--- src/common/cis_pkg.sv ---
package cis_pkg;

  // Widths of the register port and of the program counter
  localparam int CIS_AW  = 8;
  localparam int CIS_DW  = 8;
  localparam int CIS_PCW = 15;

  // Register offsets on the plain register port
  localparam logic [7:0] CIS_ADDR_CTRL      = 8'h00;
  localparam logic [7:0] CIS_ADDR_CORE_EN   = 8'h01;
  localparam logic [7:0] CIS_ADDR_CORE_FLAG = 8'h02;
  localparam logic [7:0] CIS_ADDR_PEND_BASE = 8'h03;  // pending_flags_one..four at 03h..06h
  localparam logic [7:0] CIS_ADDR_PSE_BASE  = 8'h07;  // per_source_enable one..four at 07h..0Ah
  localparam logic [7:0] CIS_ADDR_EVT_STAT  = 8'h0B;
  localparam logic [7:0] CIS_ADDR_EVT_MASK  = 8'h0C;

  // Field positions
  localparam int CIS_GIE_BIT  = 7;  // irq_control_reg: global_irq_enable
  localparam int CIS_PERIPHERAL_GROUP_ENABLE_BIT = 6;  // irq_control_reg: peripheral_group_enable
  localparam int CIS_EDGE_BIT = 0;  // irq_control_reg: ext_edge_select
  localparam int CIS_EXT_BIT  = 0;  // core regs: ext_pin_irq_enable / ext_pin_irq_flag
  localparam int CIS_TO_BIT   = 4;  // status: timeout_bit
  localparam int CIS_PD_BIT   = 3;  // status: powerdown_bit

  // Block event bits in the event status and mask registers
  localparam int CIS_EV_ENTRY  = 0;
  localparam int CIS_EV_RETURN = 1;
  localparam int CIS_EV_WAKE   = 2;

  // Reset values
  localparam logic [7:0] CIS_CTRL_RST = 8'h00;
  localparam logic [7:0] CIS_EN_RST   = 8'h00;
  localparam logic [7:0] CIS_FLAG_RST = 8'h00;
  localparam logic [7:0] CIS_EVT_RST  = 8'h00;

  // Fixed handler entry address
  localparam logic [CIS_PCW-1:0] CIS_VECTOR = 15'h0004;

  // One register port access
  typedef struct packed {
    logic              rd;
    logic              wr;
    logic [CIS_AW-1:0] addr;
    logic [CIS_DW-1:0] wdata;
  } cis_bus_t;

  // Core context shadowed on entry and restored on return
  typedef struct packed {
    logic [7:0]  w;
    logic [7:0]  status;
    logic [5:0]  bank_select;
    logic [15:0] indirect_pointer0;
    logic [15:0] indirect_pointer1;
    logic [6:0]  pc_high_latch;
  } cis_ctx_t;

  // Command to the program sequencer, one-cycle pulses
  typedef struct packed {
    logic               flush;
    logic               push;
    logic               load_pc;
    logic               pop;
    logic               restore;
    logic [CIS_PCW-1:0] push_addr;
    logic [CIS_PCW-1:0] target_pc;
  } cis_seq_t;

  typedef enum logic [1:0] {CIS_ST_RUN, CIS_ST_SLEEP, CIS_ST_WAKE} cis_state_t;

endpackage

--- src/cis_core_interrupt_sequencer.sv ---
// Added by the designer: the plain strobed port and the register addresses.
`timescale 1ns/1ns
module cis_core_interrupt_sequencer
  import cis_pkg::*;
(
  input  wire logic               ref_clk,
  input  wire logic               resetn,
  input  wire cis_bus_t           bus,
  output logic [CIS_DW-1:0]       rdata,
  output logic                    irq,
  input  wire logic               ext_pin,
  input  wire logic [6:0]         core_evt,
  input  wire logic [31:0]        periph_evt,
  input  wire logic               first_quarter_phase,
  input  wire logic               insn_last,
  input  wire logic [CIS_PCW-1:0] cur_pc,
  input  wire cis_ctx_t           ctx_in,
  input  wire logic               sleeping,
  input  wire logic               return_from_handler,
  output cis_seq_t                seq_cmd,
  output cis_ctx_t                shadow_ctx,
  output logic                    wake
);

  logic [7:0]      irq_control_reg;
  logic [7:0]      core_enable_reg;
  logic [7:0]      core_flag_reg;
  logic [3:0][7:0] pending_flags;
  logic [3:0][7:0] per_source_enable;
  logic [7:0]      evt_status;
  logic [7:0]      evt_mask;
  logic            ext_s1;
  logic            ext_s2;
  logic            ext_s3;
  logic            edge_hit;
  logic            global_irq_enable;
  logic            peripheral_group_enable;
  logic            ext_edge_select;
  logic            core_req;
  logic            per_req;
  logic            any_req;
  logic            accept;
  logic            do_return;
  logic            wake_now;
  logic [7:0]      new_events;
  cis_state_t      state;

  assign global_irq_enable       = irq_control_reg[CIS_GIE_BIT];
  assign peripheral_group_enable = irq_control_reg[CIS_PERIPHERAL_GROUP_ENABLE_BIT];
  assign ext_edge_select         = irq_control_reg[CIS_EDGE_BIT];

  // Pin synchroniser; the third stage only serves the edge detector
  always_ff @(posedge ref_clk)
  begin
    if (!resetn)
    begin
      ext_s1 <= 1'b0;
      ext_s2 <= 1'b0;
      ext_s3 <= 1'b0;
    end
    else
    begin
      ext_s1 <= ext_pin;
      ext_s2 <= ext_s1;
      ext_s3 <= ext_s2;
    end
  end

  // Edge select picks the active pin edge
  assign edge_hit = ext_edge_select ? (ext_s2 & ~ext_s3) : (~ext_s2 & ext_s3);

  // Request terms; core sources skip the group enable
  assign core_req = |(core_flag_reg & core_enable_reg);
  assign per_req  = peripheral_group_enable & (|(pending_flags & per_source_enable));
  assign any_req  = core_req | per_req;

  // Taken only at an instruction boundary, so latency follows the running instruction
  assign accept    = global_irq_enable & any_req & first_quarter_phase & insn_last
                     & (state == CIS_ST_RUN);
  assign do_return = return_from_handler;
  assign wake_now  = (state == CIS_ST_SLEEP) & any_req;

  // Control register; entry clears the global enable and wins over a write
  always_ff @(posedge ref_clk)
  begin
    if (!resetn)
    begin
      irq_control_reg <= CIS_CTRL_RST;
    end
    else
    begin
      if (bus.wr && bus.addr == CIS_ADDR_CTRL)
      begin
        irq_control_reg <= bus.wdata;
      end
      if (accept)
      begin
        irq_control_reg[CIS_GIE_BIT] <= 1'b0;
      end
      else if (do_return)
      begin
        irq_control_reg[CIS_GIE_BIT] <= 1'b1;
      end
    end
  end

  // Enable registers are plain software storage
  always_ff @(posedge ref_clk)
  begin
    if (!resetn)
    begin
      core_enable_reg   <= CIS_EN_RST;
      per_source_enable <= '0;
    end
    else
    begin
      if (bus.wr && bus.addr == CIS_ADDR_CORE_EN)
      begin
        core_enable_reg <= bus.wdata;
      end
      for (int i = 0; i < 4; i++)
      begin
        if (bus.wr && bus.addr == CIS_ADDR_PSE_BASE + 8'(i))
        begin
          per_source_enable[i] <= bus.wdata;
        end
      end
    end
  end

  // Flags: an event always sets, and a set beats a software clear in the same cycle
  always_ff @(posedge ref_clk)
  begin
    if (!resetn)
    begin
      core_flag_reg <= CIS_FLAG_RST;
      pending_flags <= '0;
    end
    else
    begin
      core_flag_reg <= ((bus.wr && bus.addr == CIS_ADDR_CORE_FLAG) ? bus.wdata : core_flag_reg)
                       | {core_evt, edge_hit};
      for (int i = 0; i < 4; i++)
      begin
        pending_flags[i] <= ((bus.wr && bus.addr == CIS_ADDR_PEND_BASE + 8'(i)) ? bus.wdata : pending_flags[i])
                            | periph_evt[i*8 +: 8];
      end
    end
  end

  // Sleep tracking; after a wake one instruction must retire before any entry
  always_ff @(posedge ref_clk)
  begin
    if (!resetn)
    begin
      state <= CIS_ST_RUN;
    end
    else
    begin
      case (state)
        CIS_ST_RUN:
        begin
          if (sleeping && !accept)
          begin
            state <= CIS_ST_SLEEP;
          end
        end
        CIS_ST_SLEEP:
        begin
          if (wake_now)
          begin
            state <= CIS_ST_WAKE;
          end
        end
        CIS_ST_WAKE:
        begin
          if (first_quarter_phase && insn_last)
          begin
            state <= CIS_ST_RUN;
          end
        end
        default:
        begin
          state <= CIS_ST_RUN;
        end
      endcase
    end
  end

  // Wake strobe to the clock and power logic
  always_ff @(posedge ref_clk)
  begin
    if (!resetn)
    begin
      wake <= 1'b0;
    end
    else
    begin
      wake <= wake_now;
    end
  end

  // Sequencer commands are one-cycle pulses; vector target is constant
  always_ff @(posedge ref_clk)
  begin
    if (!resetn)
    begin
      seq_cmd <= '0;
    end
    else
    begin
      seq_cmd.flush     <= accept;
      seq_cmd.push      <= accept;
      seq_cmd.load_pc   <= accept;
      seq_cmd.pop       <= do_return & ~accept;
      seq_cmd.restore   <= do_return & ~accept;
      seq_cmd.push_addr <= accept ? cur_pc : seq_cmd.push_addr;
      seq_cmd.target_pc <= CIS_VECTOR;
    end
  end

  // Shadow copy; timeout and powerdown stay live so they are not captured
  always_ff @(posedge ref_clk)
  begin
    if (!resetn)
    begin
      shadow_ctx <= '0;
    end
    else if (accept)
    begin
      shadow_ctx                    <= ctx_in;
      shadow_ctx.status[CIS_TO_BIT] <= 1'b0;
      shadow_ctx.status[CIS_PD_BIT] <= 1'b0;
    end
  end

  // Block events for the status register
  always_comb
  begin
    new_events                = 8'h00;
    new_events[CIS_EV_ENTRY]  = accept;
    new_events[CIS_EV_RETURN] = do_return;
    new_events[CIS_EV_WAKE]   = wake_now;
  end

  // Sticky status, write one to clear; a new event wins over the clear
  always_ff @(posedge ref_clk)
  begin
    if (!resetn)
    begin
      evt_status <= CIS_EVT_RST;
      evt_mask   <= CIS_EVT_RST;
    end
    else
    begin
      evt_status <= ((bus.wr && bus.addr == CIS_ADDR_EVT_STAT) ? (evt_status & ~bus.wdata) : evt_status)
                    | new_events;
      if (bus.wr && bus.addr == CIS_ADDR_EVT_MASK)
      begin
        evt_mask <= bus.wdata;
      end
    end
  end

  // Interrupt level trails the status by one cycle to stay a flop output
  always_ff @(posedge ref_clk)
  begin
    if (!resetn)
    begin
      irq <= 1'b0;
    end
    else
    begin
      irq <= |(evt_status & evt_mask);
    end
  end

  // Read data one cycle after the strobe; unmapped reads return zero
  always_ff @(posedge ref_clk)
  begin
    if (!resetn)
    begin
      rdata <= 8'h00;
    end
    else if (bus.rd)
    begin
      case (bus.addr)
        CIS_ADDR_CTRL:          rdata <= irq_control_reg;
        CIS_ADDR_CORE_EN:       rdata <= core_enable_reg;
        CIS_ADDR_CORE_FLAG:     rdata <= core_flag_reg;
        CIS_ADDR_PEND_BASE:     rdata <= pending_flags[0];
        CIS_ADDR_PEND_BASE + 8'h01: rdata <= pending_flags[1];
        CIS_ADDR_PEND_BASE + 8'h02: rdata <= pending_flags[2];
        CIS_ADDR_PEND_BASE + 8'h03: rdata <= pending_flags[3];
        CIS_ADDR_PSE_BASE:          rdata <= per_source_enable[0];
        CIS_ADDR_PSE_BASE + 8'h01:  rdata <= per_source_enable[1];
        CIS_ADDR_PSE_BASE + 8'h02:  rdata <= per_source_enable[2];
        CIS_ADDR_PSE_BASE + 8'h03:  rdata <= per_source_enable[3];
        CIS_ADDR_EVT_STAT:      rdata <= evt_status;
        CIS_ADDR_EVT_MASK:      rdata <= evt_mask;
        default:                rdata <= 8'h00;
      endcase
    end
    else
    begin
      rdata <= 8'h00;
    end
  end
endmodule

--- config.mk ---
export PLATFORM = sky130hd
export DESIGN_NAME = cis_core_interrupt_sequencer
export DESIGN_NICKNAME = d
export VERILOG_FILES = /design/src/common/cis_pkg.sv /design/src/cis_core_interrupt_sequencer.sv
export SDC_FILE = /design/constraint.sdc
export NUM_CORES = 1
export LEC_CHECK = 0
export BUFFER_PORTS_ARGS = -buffer_cell sky130_fd_sc_hd__buf_4
export CAP_MARGIN = 20
export CORE_MARGIN = 1
export CORE_UTILIZATION = 35
export DETAILED_ROUTE_END_ITERATION = 6
export GPL_TIMING_DRIVEN = 1
export PLACE_DENSITY = 0.67
export SLEW_MARGIN = 0
export SYNTH_ARGS = -nofsm -noshare
export SYNTH_HDL_FRONTEND = slang
export SYNTH_SLANG_ARGS = --single-unit
--- constraint.sdc ---
create_clock -name ref_clk -period 4.9 [get_ports ref_clk]
set_clock_uncertainty 0.05 [all_clocks]
set_input_delay 0.49 -clock ref_clk [delete_from_list [all_inputs] [get_ports ref_clk]]
set_output_delay 0.49 -clock ref_clk [all_outputs]
set_load 0.03 [all_outputs]
==> impl_metrics.ini, run 1 <==
[synthesis]
synth.mux.area_fraction = 0.209
synth-compound-area-share = 0.103
synthSimpleGateAreaFrac = 0.168
synth_top_family_by_area = multiplexers
synth_cell_types = 57
synth_fa_ha_area_frac = 0
syn_avg_cell_area_um2 = 9.12
yosysWarnings = 0
synth-main-ff-cell = dfxtp_1
yosysTopAreaCell = dfxtp_1
synth_edf_count = 0
synthTopCellsByArea = dfxtp_1, mux2i_1, nand2_1
yosysTopAreaCellShare = 0.450
ys_async_sr_fraction = 0
ys_ff_latch = 196
synth_cells = 957
ys_seq_area_frac = 0.450
synth_xor_area_frac = 0
syn_area_um2 = 8720

[finish]
n_antenna_cell = 0
final_layout_size_suffix_gt1_frac = 0.258
largest_register = shadow_ctx
nets = 1275
area_growth_syn_to_layout_pct = 26.8
mostFrequentLayoutCell = buf_4
top_regs = shadow_ctx (59), pending_flags (32), per_source_enable (32)
fill_cells = 2386
layout_common_cells = buf_4, nand2_1, dfxtp_1
largest_reg_flops = 59
stdcell_count = 1471

[grt]
grt_overflow_total = 0
grt_antenna_before_repair = 0
grt_pass1_vias = 7240
grt_use_total = 0.198
grt_pass1_wl_mm = 39.6
grt_max_degree = 104

[route]
wirelength_mm = 25.6
firstDrtPassIters = 6
vias_per_cell = 5.11
drt_iter0_markers = 616
vias = 7523
routedWlPerCell_um = 17.4
drc = 0
antenna_left = 0

[cts]
cts_resized = 0
clk_latency_ns = 0.44
cts_setup_buffers = 0
clkTransAtPathRegs_ns = 0.08
holdBufCountCts = 0
root_buffer = clkbuf_16
numClockSinks = 196
htree_levels = 4
cts_buffer_depth = 2
cts_tree = done
numCtsBuffers = 17

[worst_setup_path]
reg2reg_slack_ns = 2.13
crit_arrival_ns = 3.07
r2r_end = seq_cmd[20]
crit_path_end_kind = flip-flop
worstSetupEndpoint = core_flag_reg[1]
crit_path_max_incr_delay_ns = 0.78
cp_max_fo = 15
crit_type = input pin to flip-flop
reg2reg_from = pending_flags[4]
critical_path.cell_chain = buf_4, or4_1, nor3_2, and3_1, mux2i_1, a21oi_1
cp.required_ns = 5.14
reg2regPathDepth = 7
critPathLaunch = bus[13]
startpoint_type = input pin
slowest_stage = nor3_2

[power]
leakage_nw = 5.21
ir_worst_vdd_v = 0.000256
power.density_nw_per_um2 = 302

[floorplan]
coreArea_um2 = 24400
core.rowCount = 57
start_util = 0.358
die_x_um = 160
io-pin-count = 246
die_area_um2 = 25600
die_h_um = 160

[sta]
finalMaxSlewViolations = 0
tns_ns = 0
hold_viol_final = 0
holdWs_ns = 0.214
min_period_ns = 2.84
setup_viol = 0
fin_crit_sh = 0.579
rsz0062_at_grt = false
max_slew_margin = 0.359
fmax_mhz = 353
tightest_slew_ns = 0.954

[place]
port-buffer-count = 227
place_congestion = 0.906
placed_cells = 1440
dp_hpwl_mm = 18.2

[worst_hold_path]
hold_path_class = input pin to flip-flop

[run]
maxCapViolations = 0

[outcome]
outcome = finished clean
## critical path, delay by kind of cell
| family | cells | cell delay (ns) |
|---|---|---|
| AO/OA/AOI/OAI | 1 | 0.08 |
| AND/OR/NAND/NOR | 3 | 2.12 |
| buffers and inverters | 1 | 0.11 |
| multiplexers | 1 | 0.27 |
## layer usage
metal | GRT usage | vias up | share of wire
met5 | 0 | - | 0
met4 | 0.0749 | 0 | 0.029
met3 | 0.0577 | 48 | 0.092
met2 | 0.326 | 364 | 0.47
met1 | 0.245 | 3517 | 0.41
li1 | - | 3594 | -
## cell usage after synthesis (all sizes together), types with 2 or more instances
cell type / instances
a211oi: 11
o22ai: 3
nor4: 2
or3: 3
nor3: 4
dfxtp: 196
nand3b: 4
mux2i: 154
nor2b: 12
and2: 4
o311a: 2
clkbuf: 45
o21ai: 7
a21oi: 56
inv: 32
nor2: 62
a32oi: 2
nand4: 3
and3: 5
mux4: 9
a31oi: 8
a221oi: 3
or4: 2
a22oi: 27
mux2: 7
nand2: 202
buf: 44
nand3: 24
a22o: 10
## through the flow
step / cell area, µm² / util / power (mW) / setup WS (ns)
after floorplan: 8780 / - / 1.82 / 2.51
after global routing: 11100 / 0.453 / 3.46 / 1.98
after detailed placement: 10500 / 0.429 / 1.95 / 1.65
after global placement: 10500 / 0.429 / 1.95 / 1.70
final: 11100 / 0.453 / 3.34 / 2.06
after CTS: 11100 / 0.453 / 3.36 / 2.09
## cell type report
class / count / area, µm² / share of cell area
sequential: 196 / 3920 / 0.355
clock buffer: 17 / 425 / 0.0385
timing repair buffer: 233 / 1760 / 0.159
tap: 324 / 405 / 0.0367
inverter: 32 / 120 / 0.0109
clock inverter: 14 / 163 / 0.0147
multi-input combinational: 655 / 4260 / 0.385
## cell families (layout without fill, tap and decap cells)
| logic type | after synthesis | in the layout |
|---|---|---|
| AOI/OAI and AO/OA | 137 | 137 |
| buffers and inverters | 121 | 296 |
| DFF | 196 | 196 |
| muxes | 170 | 170 |
| other | 1 | 16 |
| and+or+nand+nor | 332 | 332 |
## report_power, final
group | switching (mW) | internal, mW
Combinational | 0.149 | 0.118
Sequential | 0.0321 | 1.62
Clock | 0.692 | 0.726
## how the worst min path moves through the flow
| stage | slack [ns] | from | cells past startpoint | endpoint |
|---|---|---|---|---|
| floorplan | 0.36 | ext_s1 | 1 | ext_s2 |
| global placement | 0.39 | ext_s1 | 1 | ext_s2 |
| detailed placement | 0.39 | ext_s1 | 1 | ext_s2 |
| CTS | 0.20 | periph_evt[3] | 3 | pending_flags[3] |
| global route | 0.20 | periph_evt[3] | 3 | pending_flags[3] |
| finish | 0.21 | periph_evt[3] | 3 | pending_flags[3] |
(Power assumes the default switching activity.)
==> run 2, diff against run 1 <==
--- a/config.mk
+++ b/config.mk
@@ -11,7 +11,7 @@
 export CORE_UTILIZATION = 35
 export DETAILED_ROUTE_END_ITERATION = 6
 export GPL_TIMING_DRIVEN = 1
-export PLACE_DENSITY = 0.67
+export PLACE_DENSITY = 0.7
 export SLEW_MARGIN = 0
 export SYNTH_ARGS = -nofsm -noshare
 export SYNTH_HDL_FRONTEND = slang
==> constraint.sdc (replaced) <==
create_clock -name ref_clk -period 2.6 [get_ports ref_clk]
set_clock_uncertainty 0.05 [all_clocks]
set_input_delay 0.26 -clock ref_clk [delete_from_list [all_inputs] [get_ports ref_clk]]
set_output_delay 0.26 -clock ref_clk [all_outputs]
set_load 0.03 [all_outputs]
==> impl_metrics.ini, run 2 (synthesized netlist as in run 1, its figures left out) <==
[cts]
numCtsBuffers = 17
cts_buffer_depth = 2
clkTransAtPathRegs_ns = 0.08
clk_latency_ns = 0.43
cts_tree = done
root_buffer = clkbuf_16
numClockSinks = 196
htree_levels = 4

[sta]
tns_ns = 0
fmax_mhz = 410
fin_crit_sh = 0.939
setup_viol = 0
rsz0062_at_grt = false
finalMaxSlewViolations = 0
holdWs_ns = 0.0146
hold_viol_final = 0
max_slew_margin = 0.506
min_period_ns = 2.44
setup_slack_ns = 0.159
tightest_slew_ns = 0.740

[worst_setup_path]
slowest_stage = or4_4
cp.required_ns = 2.91
crit_type = flip-flop to flip-flop
startpoint_type = flip-flop
critical_path.cell_chain = a22o_1, a221oi_2, nand3_1, or4_4, a31oi_4, buf_12, buf_12, mux2i_1
crit_arrival_ns = 2.75
cp_max_fo = 32
reg2reg_from = pending_flags[4]
critPathLaunch = pending_flags[4]
crit_top_cell = buf_12
crit_path_end_kind = flip-flop
crit_path_max_incr_delay_ns = 0.57

[route]
vias = 7710
routedWlPerCell_um = 17.3
antenna_left = 0
wirelength_mm = 26.3
drt_iter0_markers = 595
firstDrtPassIters = 7
vias_per_cell = 5.08
drc = 0

[place]
port-buffer-count = 227
place_congestion = 0.981
dpl-instance-area_um2 = 10700
pre_cts_ws_ns = 0.0859
dp_hpwl_mm = 18.7
placed_cells = 1465

[grt]
grt_antenna_before_repair = 0
grt_use_total = 0.203
grt_max_degree = 153
grt_pass1_vias = 7439
grt_pass1_wl_mm = 40.6
grt_overflow_total = 0

[power]
power.density_nw_per_um2 = 541
ir_worst_vdd_v = 0.000367
total_power_mw = 6.22
power_frac_comb = 0.088
seqPwrFrac = 0.500
leakage_nw = 5.45
p_clk_frac = 0.412
p_int_mw = 4.58
power.switching_mw = 1.64
sw_frac_of_total = 0.263

[worst_hold_path]
hold_path_class = input pin to flip-flop
min_from = periph_evt[10]

[finish]
fill_cells = 2305
nets = 1321
largest_reg_flops = 59
ff_latch_area_um2 = 3920
top_regs = shadow_ctx (59), pending_flags (32), per_source_enable (32)
largest_register = shadow_ctx
multi_input_area_um2 = 4270
stdcell_count = 1518
final_layout_size_suffix_gt1_frac = 0.272
mostFrequentLayoutCell = buf_4
n_antenna_cell = 0
layout_common_cells = buf_4, nand2_1, dfxtp_1
final_core_util = 0.472
area_growth_syn_to_layout_pct = 31.9
final_area_um2 = 11500

[floorplan]
die_x_um = 160
die_area_um2 = 25600
io-pin-count = 246
coreArea_um2 = 24400
start_util = 0.358
die_h_um = 160
core.rowCount = 57

[outcome]
outcome = finished clean

[run]
maxCapViolations = 0
run 2: cell count changes in the layout (fill, tap and decap cells not counted):
cell,before,now
buf_12,1,5
inv_6,3,2
clkinv_4,1,3
clkinv_8,2,1
inv_8,4,5
clkinv_2,1,2
bufinv_16,1,0
or4_1,2,1
buf_4,232,254
or4_4,0,1
clkbuf_16,17,18
dlygate4sd3_1,0,19
run 2: timing repair:
| item | 4_1_cts | 5_1_grt |
|---|---|---|
| hold buffers | 13 | 6 |
| gates resized for setup | 0 | 1 |
| endpoints found under the setup margin | 0 | 45 |
| buffers inserted | 0 | 1 |
| endpoints found under the hold margin | 13 | 6 |
run 2: metal layers:
layer  part of all wire  wire length [µm]  track usage
met1               0.41             10700        0.245
met2               0.48             12700        0.341
met3              0.079              2080       0.0543
met4              0.028               748       0.0857
met5                  0                 0            0
run 2: critical path, delay by kind of cell, from the launching register on:
kind                   cells  cell delay [ns]
AOI/OAI and AO/OA          3             0.66
buffers and inverters      2             0.37
DFF                        1             0.34
muxes                      1             0.23
and+or+nand+nor            2             0.68
run 2: power groups by stage:
| stage | logic (mW) | clock network, mW | registers (mW) |
|---|---|---|---|
| 5_1_grt | 0.591 | 2.76 | 3.11 |
| 4_1_cts | 0.538 | 2.62 | 3.11 |
| 6_report | 0.548 | 2.56 | 3.11 |
| 3_5_place_dp | 0.521 | 0 | 3.18 |
| 3_3_place_gp | 0.516 | 0 | 3.18 |
| 2_1_floorplan | 0.286 | 0 | 3.15 |
run 2: cell type report:
type                       count  area share
inverter                      32      0.0104
sequential                   196       0.341
clock buffer                  17      0.0370
multi-input combinational    655       0.371
clock inverter                15      0.0123
tap                          324      0.0352
timing repair buffer         279       0.193
run 2: final timing paths:
path	end	depth (start not counted)	slack, ns
setup / recovery	shadow_ctx[42]	8	0.16
hold / removal	pending_flags[10]	3	0.01
setup reg to reg	shadow_ctx[42]	8	0.16
hold reg to reg	ext_s2	1	0.39
==> run 3, diff against run 2 <==
--- a/config.mk
+++ b/config.mk
@@ -5,11 +5,13 @@
 export SDC_FILE = /design/constraint.sdc
 export NUM_CORES = 1
 export LEC_CHECK = 0
+export ABC_AREA = 1
 export BUFFER_PORTS_ARGS = -buffer_cell sky130_fd_sc_hd__buf_4
 export CAP_MARGIN = 20
 export CORE_MARGIN = 1
 export CORE_UTILIZATION = 35
 export DETAILED_ROUTE_END_ITERATION = 6
+export GPL_ROUTABILITY_DRIVEN = 0
 export GPL_TIMING_DRIVEN = 1
 export PLACE_DENSITY = 0.7
 export SLEW_MARGIN = 0
==> impl_metrics.ini, run 3 <==
[outcome]
outcome = finished clean

[worst_hold_path]
hold_path_class = input pin to flip-flop

[sta]
max_slew_margin = 0.631
rsz0062_at_grt = false
finalMaxSlewViolations = 0
fmax_mhz = 483
tightest_slew_ns = 0.550
hold_viol_final = 0
fin_crit_sh = 0.797
holdWs_ns = 0.0310
tns_ns = 0
setup_viol = 0
min_period_ns = 2.07

[synthesis]
ys_ff_latch = 196
synth_common_cells = nand2_1, dfxtp_1, inv_1
synth_cell_types = 27
yosysTopAreaCell = dfxtp_1
synthTopCellsByArea = dfxtp_1, nand2_1, o21ai_0
yosysTopAreaCellShare = 0.466
ys_seq_area_frac = 0.466
syn_avg_cell_area_um2 = 6.86
syn_area_um2 = 8430
yosysMostFrequentCell = nand2_1
synth_cells = 1229
synth-main-ff-cell = dfxtp_1
ys_async_sr_fraction = 0
synth_edf_count = 0
yosysWarnings = 0

[worst_setup_path]
critical_path.cell_chain = nand2_1, nand2_1, nor2_1, nand2_1, nor2_1, nand2_1, nand2_1, nand2_1, nand2_4, buf_12, nand2_1, a21oi_1
cp.required_ns = 2.92
cp_max_fo = 49
crit_type = flip-flop to flip-flop
crit_top_cell = nand2_1
startpoint_type = flip-flop
crit_arrival_ns = 2.39
slowest_stage = dfxtp_1
path_buf_inv = 1
crit_path_end_kind = flip-flop
crit_path_max_incr_delay_ns = 0.34
crit_family = simple AND/OR/NAND/NOR gates

[cts]
clkTransAtPathRegs_ns = 0.08
numClockSinks = 196
numCtsBuffers = 17
cts_tree = done
htree_levels = 4
root_buffer = clkbuf_16
cts_resized = 0
clk_latency_ns = 0.43
cts_buffer_depth = 2

[place]
dp_hpwl_mm = 17.8
port-buffer-count = 227

[route]
routedWlPerCell_um = 14.6
vias_per_cell = 4.74
antenna_left = 0
wirelength_mm = 27.3
drc = 0
vias = 8888
drt_iter0_markers = 650
firstDrtPassIters = 5

[floorplan]
die_area_um2 = 24700
core.rowCount = 56
io-pin-count = 246
die_h_um = 157
coreArea_um2 = 23500
die_x_um = 157
start_util = 0.358

[finish]
ff_latch_area_um2 = 3920
top_regs = shadow_ctx (59), pending_flags (32), per_source_enable (32)
multi_input_area_um2 = 3710
final_layout_size_suffix_gt1_frac = 0.187
layout_common_cells = nand2_1, buf_4, dfxtp_1
nets = 1684
mostFrequentLayoutCell = nand2_1
largest_reg_flops = 59
fill_cells = 2240
largest_register = shadow_ctx
area_growth_syn_to_layout_pct = 42.7

[grt]
grt_antenna_before_repair = 1
grt_use_total = 0.218
grt_overflow_total = 0
grt_pass1_vias = 8223
grt_max_degree = 76
grt_pass1_wl_mm = 42.1

[power]
power_frac_comb = 0.091
ir_worst_vdd_v = 0.000358
p_int_mw = 4.67
power.switching_mw = 1.64
seqPwrFrac = 0.491
p_clk_frac = 0.418
sw_frac_of_total = 0.260
power.density_nw_per_um2 = 525
leakage_nw = 5.99

[run]
maxCapViolations = 0
## run 3: cell type report
type / instances / share of cell area
diodes: 1 / 0.000208
clock buffers: 18 / 0.0365
multi-input cells: 860 / 0.308
well taps: 319 / 0.0332
flip-flops and latches: 196 / 0.326
repair buffers: 348 / 0.245
clock inverters: 14 / 0.0128
inverters: 121 / 0.0378
## run 3: final timing paths
| kind | from | endpoint | slack (ns) | depth (start not counted) |
|---|---|---|---|---|
| setup / recovery | pending_flags[5] | irq_control_reg[7] | 0.53 | 12 |
| hold / removal | return_from_handler | seq_cmd[30] | 0.03 | 3 |
| setup reg to reg | pending_flags[5] | irq_control_reg[7] | 0.53 | 12 |
| hold reg to reg | ext_s1 | ext_s2 | 0.38 | 2 |
## run 3: through the flow
step	worst slack, ns	cell area (µm²)	std cells	utilization	power, mW
floorplan	1.13	8480	1244	-	3.37
global placement	0.567	10300	1730	0.437	3.59
detailed placement	0.567	10300	1730	0.437	3.59
CTS	0.546	12000	1876	0.511	6.36
global route	0.329	12000	1877	0.511	6.56
finish	0.529	12000	1877	0.511	6.32
## run 3: tightest hold or removal path: cells and delay by family
family	cells	cell delay, ns
buf+inv	2	0.18
simple gates	1	0.04
## run 3: cell families after synthesis
| logic type | synth area share |
|---|---|
| compound gates | 0.105 |
| buf+inv | 0.101 |
| flops | 0.466 |
| other cells | 0.000445 |
| simple gates | 0.327 |
## run 3: what timing repair did
item / 4_1_cts / 5_1_grt
hold buffers: 114 / 0
buffers inserted: 0 / 0
hold endpoints to repair: 114 / 0
## run 3: metal layers
layer / part of all wire / global-route usage / vias to the layer above
met5: 0 / 0 / -
met3: 0.079 / 0.0474 / 52
met4: 0.025 / 0.0763 / 0
li1: - / - / 4449
met2: 0.46 / 0.348 / 361
met1: 0.43 / 0.288 / 4026
## run 3: power by group through the flow
| stage | sequential, mW | combinational [mW] | clock, mW |
|---|---|---|---|
| floorplan | 3.16 | 0.214 | 0 |
| global placement | 3.17 | 0.422 | 0 |
| detailed placement | 3.17 | 0.426 | 0 |
| CTS | 3.10 | 0.567 | 2.70 |
| global route | 3.11 | 0.625 | 2.83 |
| finish | 3.10 | 0.575 | 2.64 |
